--- config.mk ---
export PLATFORM = sky130hd
export DESIGN_NAME = ir_tx_unit
export DESIGN_NICKNAME = d
export VERILOG_FILES = /design/src/logic/ir_tx_pkg.sv /design/src/logic/wave_counter.sv /design/src/logic/shadow_reg.sv /design/src/logic/ir_tx_unit.sv
export SDC_FILE = /design/constraint.sdc
export NUM_CORES = 1
export LEC_CHECK = 0
export ABC_CLOCK_PERIOD_IN_PS = 7300
export BUFFER_PORTS_ARGS = -buffer_cell sky130_fd_sc_hd__buf_2
export CAP_MARGIN = 20
export CORE_MARGIN = 3
export CORE_UTILIZATION = 25
export DETAILED_ROUTE_END_ITERATION = 7
export PLACE_DENSITY = 0.47
export SYNTH_ARGS = -nofsm -noshare
export SYNTH_HDL_FRONTEND = slang
export SYNTH_SLANG_ARGS = --single-unit
--- constraint.sdc ---
create_clock -name ref_clk -period 7.3 [get_ports ref_clk]
set_clock_uncertainty 0.15 [all_clocks]
set_input_delay 1.825 -clock ref_clk [delete_from_list [all_inputs] [get_ports ref_clk]]
set_output_delay 1.825 -clock ref_clk [all_outputs]
set_load 0.005 [all_outputs]
--- src/logic/ir_tx_pkg.sv ---
// constants shared by the infrared transmit waveform generator
// assumes a 16-bit register port with 4-bit word addresses
package ir_tx_pkg;

  localparam int DATA_W = 16;
  localparam int CAR_W  = 8;
  localparam int ADDR_W = 4;

  // register word addresses
  localparam logic [ADDR_W-1:0] ADDR_CTRL       = 4'h0; // data_counter_ctrl
  localparam logic [ADDR_W-1:0] ADDR_DUTY       = 4'h1; // data_duty_reg
  localparam logic [ADDR_W-1:0] ADDR_PERIOD     = 4'h2; // data_period_reg
  localparam logic [ADDR_W-1:0] ADDR_CARRIER    = 4'h3; // carrier_setting_reg
  localparam logic [ADDR_W-1:0] ADDR_CAR_CTRL   = 4'h4; // carrier_ctrl_reg
  localparam logic [ADDR_W-1:0] ADDR_FLAGS      = 4'h5; // irq_flag_reg
  localparam logic [ADDR_W-1:0] ADDR_COUNT      = 4'h6; // data_count_reg

  // data_counter_ctrl fields
  localparam int BIT_CLK_EN  = 0;
  localparam int BIT_ONESHOT = 2;
  localparam int BIT_SHADOW  = 3;
  localparam int BIT_INVERT  = 4;
  localparam int BIT_RUN     = 8;
  localparam int BIT_PRESET  = 9;

  // carrier_setting_reg fields
  localparam int CAR_DUTY_LSB = 0;
  localparam int CAR_PER_LSB  = 8;

  // carrier_ctrl_reg fields
  localparam int BIT_CAR_MOD = 0;

  // irq_flag_reg fields
  localparam int BIT_DUTY_FLAG   = 0;
  localparam int BIT_PERIOD_FLAG = 1;
  localparam int BIT_RUNNING     = 8;
  localparam int BIT_DUTY_BUSY   = 9;
  localparam int BIT_PER_BUSY    = 10;

  localparam logic [DATA_W-1:0] REG_RESET = 16'h0000;
  localparam logic [CAR_W-1:0]  CAR_RESET = 8'h00;

endpackage

--- src/logic/wave_counter.sv ---
// compare counter that toggles a level on a duty match and on a period match
// assumes the caller gates run and clear from its own control state
`timescale 1ns/1ps
module wave_counter
  import ir_tx_pkg::*;
#(
  parameter int W = 8
)
(
  input  wire logic         ref_clk,
  input  wire logic         nrst,
  input  wire logic         clear,
  input  wire logic         run,
  input  wire logic [W-1:0] duty,
  input  wire logic [W-1:0] period,
  output logic      [W-1:0] count,
  output logic              level,
  output logic              duty_hit,
  output logic              period_hit
);

  logic [W-1:0] next_count;
  logic         next_level;

  assign period_hit = run && !clear && (count == period);
  assign duty_hit   = run && !clear && (count == duty) && !period_hit;

  always_comb
  begin
    next_count = count;
    next_level = level;
    if (clear)
    begin
      next_count = '0;
      next_level = 1'b1;
    end
    else if (period_hit)
    begin
      next_count = '0;
      next_level = !level;
    end
    else if (run)
    begin
      next_count = count + 1'b1;
      if (duty_hit)
        next_level = !level;
    end
  end

  always_ff @(posedge ref_clk or negedge nrst)
  begin
    if (!nrst)
    begin
      count <= '0;
      level <= 1'b1;
    end
    else
    begin
      count <= next_count;
      level <= next_level;
    end
  end

  property p_wrap;
    @(posedge ref_clk) disable iff (!nrst)
    period_hit |=> (count == '0) && (level != $past(level));
  endproperty
  a_wrap: assert property (p_wrap) else $error("counter did not wrap on period match");

  property p_duty_toggle;
    @(posedge ref_clk) disable iff (!nrst)
    duty_hit |=> (level != $past(level)) && (count == $past(count) + 1'b1);
  endproperty
  a_duty_toggle: assert property (p_duty_toggle) else $error("level did not toggle on duty match");

  property p_advance;
    @(posedge ref_clk) disable iff (!nrst)
    run && !clear && !period_hit && !duty_hit |=> (count == $past(count) + 1'b1) && $stable(level);
  endproperty
  a_advance: assert property (p_advance) else $error("counter did not advance by one");

endmodule // wave_counter

--- src/logic/shadow_reg.sv ---
// one compare setting with its shadow buffer and busy flag
// assumes load is asserted on the data period match or while buffering is off
`timescale 1ns/1ps
module shadow_reg
  import ir_tx_pkg::*;
(
  input  wire logic              ref_clk,
  input  wire logic              nrst,
  input  wire logic              wr,
  input  wire logic [DATA_W-1:0] wdata,
  input  wire logic              load,
  input  wire logic              enable,
  output logic      [DATA_W-1:0] value,
  output logic      [DATA_W-1:0] buffered,
  output logic                   busy
);

  logic [DATA_W-1:0] next_value;
  logic [DATA_W-1:0] next_buffered;
  logic              next_busy;

  always_comb
  begin
    next_value    = wr ? wdata : value;
    // a write in the load cycle keeps busy: the buffer takes the old value
    next_buffered = load ? value : buffered;
    next_busy     = enable && (wr || (busy && !load));
  end

  always_ff @(posedge ref_clk or negedge nrst)
  begin
    if (!nrst)
    begin
      value    <= REG_RESET;
      buffered <= REG_RESET;
      busy     <= 1'b0;
    end
    else
    begin
      value    <= next_value;
      buffered <= next_buffered;
      busy     <= next_busy;
    end
  end

  property p_busy_set;
    @(posedge ref_clk) disable iff (!nrst)
    enable && wr |=> busy;
  endproperty
  a_busy_set: assert property (p_busy_set) else $error("busy not set by write");

  property p_busy_clear;
    @(posedge ref_clk) disable iff (!nrst)
    busy && load && !wr |=> !busy && (buffered == $past(value));
  endproperty
  a_busy_clear: assert property (p_busy_clear) else $error("busy not cleared on transfer");

endmodule // shadow_reg

--- src/logic/ir_tx_unit.sv ---
// infrared remote transmit waveform generator: carrier and data counters,
// register port, shadowed data compares, one-shot and repeat modes.
// assumes a single-clock register master that never overlaps strobes.
//
// Notes on behaviour
// software programs duty, then period, then requests counter reset and sets run.
// for continuous sending software writes next values before each period match.
// to stop, software waits for period match, clears run, then clock enable.
// output pin is carrier AND data waveform.
// carrier comes from an 8-bit counter compared to duty and period.
// carrier frequency is clock over period plus one; high is duty plus one.
// software keeps carrier period 1..255, duty 0..254, duty below period.
// counter reset clears carrier counter; run starts it with the data counter.
// carrier toggles on duty match; on period match toggles and wraps to zero.
// data waveform comes from a readable 16-bit counter.
// each data bit lasts period plus one cycles; active part duty plus one.
// software keeps data period 1..65535, duty 0..65534, duty below period.
// data toggles on duty match; on period match toggles and wraps to zero.
// separate flags for data duty match and data period match.
// repeat mode keeps counting until software clears run.
// one-shot mode stops the counter itself on period match.
// with buffering off, compares use the registers directly.
// with buffering on, compares use shadow copies of the registers.
// shadows reload on the buffered period match.
// busy flags set on register write, clear when moved into the shadow.
// output invert bit inverts the transmit output; the code inverts it only while counting, and the idle pin stays low.
// carrier modulation enable chooses whether the carrier gates the data.
// counter reset request reads one while in progress, clears when done.
// software sets the clock enable before requesting a counter reset.
// after a counter reset both waveforms start high.
`timescale 1ns/1ps
module ir_tx_unit
  import ir_tx_pkg::*;
(
  input  wire logic              ref_clk,
  input  wire logic              nrst,
  input  wire logic [ADDR_W-1:0] addr,
  input  wire logic [DATA_W-1:0] wr_data,
  input  wire logic              wr_en,
  input  wire logic              rd_en,
  output logic      [DATA_W-1:0] rd_data,
  output logic                   ir_tx_out
);

  // control state
  logic              count_clock_enable;
  logic              preset_pending;
  logic              counter_run;
  logic              oneshot_select;
  logic              compare_shadow_enable;
  logic              output_invert;
  logic              carrier_mod_enable;
  logic [CAR_W-1:0]  carrier_period_value;
  logic [CAR_W-1:0]  carrier_duty_value;
  logic              duty_match_flag;
  logic              period_match_flag;

  logic              next_count_clock_enable;
  logic              next_preset_pending;
  logic              next_counter_run;
  logic              next_oneshot_select;
  logic              next_compare_shadow_enable;
  logic              next_output_invert;
  logic              next_carrier_mod_enable;
  logic [CAR_W-1:0]  next_carrier_period_value;
  logic [CAR_W-1:0]  next_carrier_duty_value;
  logic              next_duty_match_flag;
  logic              next_period_match_flag;
  logic              next_ir_tx_out;
  logic [DATA_W-1:0] next_rd_data;

  // decode and datapath
  logic              wr_ctrl;
  logic              wr_duty;
  logic              wr_period;
  logic              wr_flags;
  logic              counting;
  logic              counter_clear;
  logic              shadow_load;
  logic [DATA_W-1:0] data_duty_value;
  logic [DATA_W-1:0] data_period_value;
  logic [DATA_W-1:0] duty_buffer;
  logic [DATA_W-1:0] period_buffer;
  logic [DATA_W-1:0] duty_cmp;
  logic [DATA_W-1:0] period_cmp;
  logic              duty_shadow_busy;
  logic              period_shadow_busy;
  logic [DATA_W-1:0] data_count_value;
  logic              data_level;
  logic              data_duty_hit;
  logic              data_period_hit;
  logic [CAR_W-1:0]  carrier_count;
  logic              carrier_level;
  logic              carrier_gate;

  always_comb
  begin
    wr_ctrl   = 1'b0;
    wr_duty   = 1'b0;
    wr_period = 1'b0;
    wr_flags  = 1'b0;
    if (wr_en && addr == ADDR_CTRL)
      wr_ctrl = 1'b1;
    else if (wr_en && addr == ADDR_DUTY)
      wr_duty = 1'b1;
    else if (wr_en && addr == ADDR_PERIOD)
      wr_period = 1'b1;
    else if (wr_en && addr == ADDR_FLAGS)
      wr_flags = 1'b1;
  end

  // a reset request waits for the clock enable, so it is never lost
  assign counter_clear = preset_pending && count_clock_enable;
  assign counting      = counter_run && count_clock_enable && !preset_pending;
  // shadows follow the registers while buffering is off
  assign shadow_load   = !compare_shadow_enable || counter_clear || data_period_hit;
  assign duty_cmp      = compare_shadow_enable ? duty_buffer : data_duty_value;
  assign period_cmp    = compare_shadow_enable ? period_buffer : data_period_value;
  assign carrier_gate  = carrier_mod_enable ? carrier_level : 1'b1;

  shadow_reg u_duty_shadow (
    .ref_clk  (ref_clk),
    .nrst     (nrst),
    .wr       (wr_duty),
    .wdata    (wr_data),
    .load     (shadow_load),
    .enable   (compare_shadow_enable),
    .value    (data_duty_value),
    .buffered (duty_buffer),
    .busy     (duty_shadow_busy)
  );

  shadow_reg u_period_shadow (
    .ref_clk  (ref_clk),
    .nrst     (nrst),
    .wr       (wr_period),
    .wdata    (wr_data),
    .load     (shadow_load),
    .enable   (compare_shadow_enable),
    .value    (data_period_value),
    .buffered (period_buffer),
    .busy     (period_shadow_busy)
  );

  wave_counter #(
    .W (DATA_W)
  ) u_data_counter (
    .ref_clk    (ref_clk),
    .nrst       (nrst),
    .clear      (counter_clear),
    .run        (counting),
    .duty       (duty_cmp),
    .period     (period_cmp),
    .count      (data_count_value),
    .level      (data_level),
    .duty_hit   (data_duty_hit),
    .period_hit (data_period_hit)
  );

  wave_counter #(
    .W (CAR_W)
  ) u_carrier_counter (
    .ref_clk    (ref_clk),
    .nrst       (nrst),
    .clear      (counter_clear),
    .run        (counting),
    .duty       (carrier_duty_value),
    .period     (carrier_period_value),
    .count      (carrier_count),
    .level      (carrier_level),
    .duty_hit   (),
    .period_hit ()
  );

  always_comb
  begin
    next_count_clock_enable    = count_clock_enable;
    next_oneshot_select        = oneshot_select;
    next_compare_shadow_enable = compare_shadow_enable;
    next_output_invert         = output_invert;
    next_carrier_mod_enable    = carrier_mod_enable;
    next_carrier_period_value  = carrier_period_value;
    next_carrier_duty_value    = carrier_duty_value;
    next_counter_run           = counter_run;
    next_preset_pending        = preset_pending && !count_clock_enable;
    if (wr_ctrl)
    begin
      next_count_clock_enable    = wr_data[BIT_CLK_EN];
      next_oneshot_select        = wr_data[BIT_ONESHOT];
      next_compare_shadow_enable = wr_data[BIT_SHADOW];
      next_output_invert         = wr_data[BIT_INVERT];
      next_counter_run           = wr_data[BIT_RUN];
      if (wr_data[BIT_PRESET])
        next_preset_pending = 1'b1;
    end
    else if (data_period_hit && oneshot_select)
      next_counter_run = 1'b0;
    if (wr_en && addr == ADDR_CARRIER)
    begin
      next_carrier_period_value = wr_data[CAR_PER_LSB +: CAR_W];
      next_carrier_duty_value   = wr_data[CAR_DUTY_LSB +: CAR_W];
    end
    if (wr_en && addr == ADDR_CAR_CTRL)
      next_carrier_mod_enable = wr_data[BIT_CAR_MOD];
    // a match in the clearing cycle wins over the write-one clear
    next_duty_match_flag = data_duty_hit ||
                           (duty_match_flag && !(wr_flags && wr_data[BIT_DUTY_FLAG]));
    next_period_match_flag = data_period_hit ||
                             (period_match_flag && !(wr_flags && wr_data[BIT_PERIOD_FLAG]));
    // idle pin stays low regardless of inversion
    next_ir_tx_out = counting ? ((data_level && carrier_gate) ^ output_invert) : 1'b0;
  end

  always_comb
  begin
    next_rd_data = REG_RESET;
    if (rd_en && addr == ADDR_CTRL)
    begin
      next_rd_data[BIT_CLK_EN]  = count_clock_enable;
      next_rd_data[BIT_ONESHOT] = oneshot_select;
      next_rd_data[BIT_SHADOW]  = compare_shadow_enable;
      next_rd_data[BIT_INVERT]  = output_invert;
      next_rd_data[BIT_RUN]     = counter_run;
      next_rd_data[BIT_PRESET]  = preset_pending;
    end
    else if (rd_en && addr == ADDR_DUTY)
      next_rd_data = data_duty_value;
    else if (rd_en && addr == ADDR_PERIOD)
      next_rd_data = data_period_value;
    else if (rd_en && addr == ADDR_CARRIER)
    begin
      next_rd_data[CAR_PER_LSB +: CAR_W]  = carrier_period_value;
      next_rd_data[CAR_DUTY_LSB +: CAR_W] = carrier_duty_value;
    end
    else if (rd_en && addr == ADDR_CAR_CTRL)
      next_rd_data[BIT_CAR_MOD] = carrier_mod_enable;
    else if (rd_en && addr == ADDR_FLAGS)
    begin
      next_rd_data[BIT_DUTY_FLAG]   = duty_match_flag;
      next_rd_data[BIT_PERIOD_FLAG] = period_match_flag;
      next_rd_data[BIT_RUNNING]     = counting;
      next_rd_data[BIT_DUTY_BUSY]   = duty_shadow_busy;
      next_rd_data[BIT_PER_BUSY]    = period_shadow_busy;
    end
    else if (rd_en && addr == ADDR_COUNT)
      next_rd_data = data_count_value;
  end

  always_ff @(posedge ref_clk or negedge nrst)
  begin
    if (!nrst)
    begin
      count_clock_enable    <= 1'b0;
      preset_pending        <= 1'b0;
      counter_run           <= 1'b0;
      oneshot_select        <= 1'b0;
      compare_shadow_enable <= 1'b0;
      output_invert         <= 1'b0;
      carrier_mod_enable    <= 1'b0;
      carrier_period_value  <= CAR_RESET;
      carrier_duty_value    <= CAR_RESET;
      duty_match_flag       <= 1'b0;
      period_match_flag     <= 1'b0;
      ir_tx_out             <= 1'b0;
      rd_data               <= REG_RESET;
    end
    else
    begin
      count_clock_enable    <= next_count_clock_enable;
      preset_pending        <= next_preset_pending;
      counter_run           <= next_counter_run;
      oneshot_select        <= next_oneshot_select;
      compare_shadow_enable <= next_compare_shadow_enable;
      output_invert         <= next_output_invert;
      carrier_mod_enable    <= next_carrier_mod_enable;
      carrier_period_value  <= next_carrier_period_value;
      carrier_duty_value    <= next_carrier_duty_value;
      duty_match_flag       <= next_duty_match_flag;
      period_match_flag     <= next_period_match_flag;
      ir_tx_out             <= next_ir_tx_out;
      rd_data               <= next_rd_data;
    end
  end

  property p_out_and;
    @(posedge ref_clk) disable iff (!nrst)
    counting && !carrier_mod_enable |=> ir_tx_out == ($past(data_level) ^ $past(output_invert));
  endproperty
  a_out_and: assert property (p_out_and) else $error("output does not follow data level");

  property p_out_mod;
    @(posedge ref_clk) disable iff (!nrst)
    counting && carrier_mod_enable && !output_invert |=>
      ir_tx_out == ($past(data_level) && $past(carrier_level));
  endproperty
  a_out_mod: assert property (p_out_mod) else $error("output is not carrier and data");

  property p_out_inv;
    @(posedge ref_clk) disable iff (!nrst)
    counting && output_invert && !data_level |=> ir_tx_out;
  endproperty
  a_out_inv: assert property (p_out_inv) else $error("inverted output not high");

  property p_clear;
    @(posedge ref_clk) disable iff (!nrst)
    counter_clear |=> data_count_value == '0 && carrier_count == '0 && data_level && carrier_level
                      && !preset_pending;
  endproperty
  a_clear: assert property (p_clear) else $error("counter reset incomplete");

  property p_flags;
    @(posedge ref_clk) disable iff (!nrst)
    data_duty_hit |=> duty_match_flag;
  endproperty
  a_flags: assert property (p_flags) else $error("duty match flag not set");

  property p_period_flag;
    @(posedge ref_clk) disable iff (!nrst)
    data_period_hit |=> period_match_flag;
  endproperty
  a_period_flag: assert property (p_period_flag) else $error("period match flag not set");

  property p_oneshot;
    @(posedge ref_clk) disable iff (!nrst)
    data_period_hit && oneshot_select && !wr_ctrl |=> !counter_run ##1 !counter_run;
  endproperty
  a_oneshot: assert property (p_oneshot) else $error("one-shot did not stop");

  property p_repeat;
    @(posedge ref_clk) disable iff (!nrst)
    data_period_hit && !oneshot_select && !wr_ctrl |=> counter_run && data_count_value == '0;
  endproperty
  a_repeat: assert property (p_repeat) else $error("repeat mode stopped");

  property p_buffered;
    @(posedge ref_clk) disable iff (!nrst)
    compare_shadow_enable && data_period_hit && !wr_ctrl |=> period_cmp == $past(data_period_value);
  endproperty
  a_buffered: assert property (p_buffered) else $error("shadow not reloaded on period match");

endmodule // ir_tx_unit

==> results by group <==
Pwr
  • P_leak: between 3 and 4 nW
  • PD cells: 323 mW/mm^2
  • VDD IR max: 0.165 mV
  • Pwr Total: roughly 2.5 mW

GRT
  • Global-route wire length before repair: 29500 um
  • Largest net degree at the start of global routing: 87
  • Vias in the first global route: 4801
  • GRT Total Usage: 0.134
  • Overflow after GRT: 0
  • Antenna violations before repair: 0

Final layout
  • Final std cells w/o fill: 966
  • Layout cell share with drive strength beyond 1: 0.227
  • # diodes: 0
  • Synth-to-Final Area Change: 16.5%
  • Nets: 644
  • Filler cell count: between 2000 and 3000

Synth
  • Top area cells in the synthesized netlist: dfrtp_1, mux2_2, mux2i_1
  • Ys flop type: dfrtp_1
  • Mapped Avg Cell Area: 11.4 sq um
  • Synth warn: 0
  • Post-Syn Area: 0.00674 sq mm
  • Net Count, Synth: 617
  • Post-synthesis sequential area ratio: 0.498
  • Count of cell types in the netlist: 52
  • Synth top area share: 0.490
  • Cells after Synth: 591
  • Number of synthesized flops with an enable pin: 0
  • Biggest area consumer among synthesized cells: dfrtp_1
  • Fraction of registers with async set/reset: 1.00
  • Synthesized flop and latch total: around 130

Timing
  • Worst rel slew slack: 0.297
  • FMAX: 269 MHz
  • Endpoints failing hold: 0
  • # setup viols final: 0
  • Slew Viols, Final: 0
  • Final min period: 3.71 ns
  • RSZ-0062 raised after global routing: no
  • Final period util: 0.509
  • Worst Max-Slew Pin Slew: between 1 and 1.5 ns
  • Post-Route Setup TNS: 0 ns

Detailed routing
  • Average wire per standard cell: 19.5 um
  • Final WL: 18900 um
  • Antenna-violating nets left: 0
  • DR vias: 4640
  • DR DRC count: 0
  • Drt first-iter violations: 336
  • DR vias/cell: between 4 and 5
  • 1st-pass router iterations: 7

Hold path
  • Hold path cells: 1
  • Hold Crit Endpoint: u_period_shadow.buffered[5]
  • Worst hold path class: reg -> reg
  • Min-delay src: u_period_shadow.buffered[5]

Clock tree
  • Clock slew at reported path FFs: 0.06 ns
  • Clk Tree Root Cell: clkbuf_16
  • CTS Buf Count: 17
  • Cells resized by post-CTS repair: 0
  • H-tree levels: 4
  • Hold_buf cts: 0
  • Clock Path Buffers: 2
  • Clk_lat worst skew: 0.42 ns
  • Postcts setup bufs: 0
  • CTS sink cnt: 134
  • TritonCTS clock tree: built

Place
  • Placed cell count: 933
  • PortBufs: 40
  • GP Congestion: between 0.7 and 0.8
  • Post-DP HPWL: 12700 um

Worst setup path
  • Critical path launch point type: input pin
  • WS Path Type: in -> reg
  • Worst EP arrival: roughly 3.9 ns
  • Setup crit end kind: flop
  • RR Endpoint: u_period_shadow.buffered[11]
  • R2R Path Start: compare_shadow_enable
  • Reg2Reg Setup Slack: 3.68 ns
  • CP max FO: 15
  • Data required, critical path: 7.50 ns
  • R2R cell count: 8
  • Critical path origin: addr[3]

Die
  • Full die area: 0.0289 sq mm
  • Cell row count: 59
  • Die Y-Extent: 170 um
  • Die W: 170 um
  • Initial core utilization: 0.256
  • Core Box Area: 0.0263 sq mm
  • I/O pins: 41

Flow run
  • Max_cap viols: 0

Outcome
  • Outcome: complete, no violations
[flip-flops by register name, indices dropped and copies added (netlist names), 8 cells and up]
| name | flops |
|---|---|
| u_duty_shadow.value | 16 |
| u_carrier_counter.count | 8 |
| u_duty_shadow.buffered | 16 |
| carrier_duty_value | 8 |
| carrier_period_value | 8 |
| u_data_counter.count | 16 |
| u_period_shadow.value | 16 |
| u_period_shadow.buffered | 16 |
| rd_data | 16 |
[worst max path at each step]
stage,slack [ns],to,cells past startpoint
after floorplan,3.63,carrier_duty_value[4],5
after global placement,3.16,rd_data[9],7
after detailed placement,3.16,rd_data[9],7
after CTS,3.60,rd_data[9],7
after global routing,3.41,u_duty_shadow.buffered[1],8
final,3.59,rd_data[9],7
[critical path, cell delays in order]
cell and delay [ns]:
buf_2 0.12, or3b_2 0.49, nor2_2 0.73, a222oi_1 0.29, a21oi_1 0.23, a21oi_1 0.05
a21oi_1 0.17
[metrics by stage]
| stage | hold slack (ns) | utilization | area [sq um] | setup slack [ns] |
|---|---|---|---|---|
| 5_1_grt | 0.348 | 0.299 | 7850 | 3.41 |
| 6_report | 0.336 | 0.299 | 7850 | 3.59 |
| 2_1_floorplan | 0.296 | - | 6740 | 3.63 |
| 3_3_place_gp | 0.317 | 0.274 | 7210 | 3.16 |
| 3_5_place_dp | 0.326 | 0.274 | 7210 | 3.16 |
| 4_1_cts | 0.339 | 0.298 | 7840 | 3.60 |
[Yosys cell counts, drive strengths merged, types with 6 or more instances]
library cell	instances
nor2	18
buf	10
nor4	11
nand4	14
xor2	13
dfrtp	132
clkbuf	30
a31oi	12
a22oi	24
nand2	50
a21oi	11
nand3	20
mux2	85
inv	11
and3	6
mux2i	35
xnor2	40
o21ai	18
[cells in the final DEF, fill, tap and decap left out, drive strengths merged, types with 5 or more instances in the layout]
| master | n |
|---|---|
| xnor2 | 40 |
| buf | 48 |
| a21oi | 11 |
| dfrtp | 132 |
| mux2 | 85 |
| mux2i | 35 |
| inv | 12 |
| nand3 | 20 |
| clkinv | 5 |
| a31oi | 12 |
| clkbuf | 20 |
| nand2 | 50 |
| a22oi | 24 |
| nor4 | 11 |
| xor2 | 13 |
| nor2 | 18 |
| and3 | 6 |
| nand4 | 14 |
| o21ai | 18 |
[area by class of cell]
class | instances | area, sq um | area share
flip-flops and latches | 134 | 3360 | 0.428
inverters | 11 | 41.3 | 0.00526
well taps | 335 | 419 | 0.0534
clock inverters | 12 | 176 | 0.0225
repair buffers | 48 | 270 | 0.0344
multi-input cells | 406 | 3140 | 0.400
clock buffers | 20 | 447 | 0.0569
[report_power, final]
part	internal [mW]	switching, mW
Combinational	0.268	0.270
Clock	0.581	0.333
Sequential	0.917	0.170
Total	1.77	0.773
[per-layer routing]
metal | track usage | vias to the layer above | share of wire
met4 | 0.0511 | 0 | 0.024
met2 | 0.219 | 81 | 0.49
met1 | 0.177 | 2351 | 0.46
met5 | 0 | - | 0
li1 | - | 2186 | -
met3 | 0.0251 | 22 | 0.032
[logic make-up after synthesis]
kind of cell / after synthesis / share of synthesized area
buffers and inverters: 51 / 0.0366
AOI/OAI and AO/OA: 85 / 0.0847
xor gates and xnor gates: 53 / 0.0689
DFF: 134 / 0.498
muxes: 120 / 0.194
and+or+nand+nor: 146 / 0.114
adders and majority gates: 2 / 0.00371
Note: power is estimated with default switching activity, not from simulation.
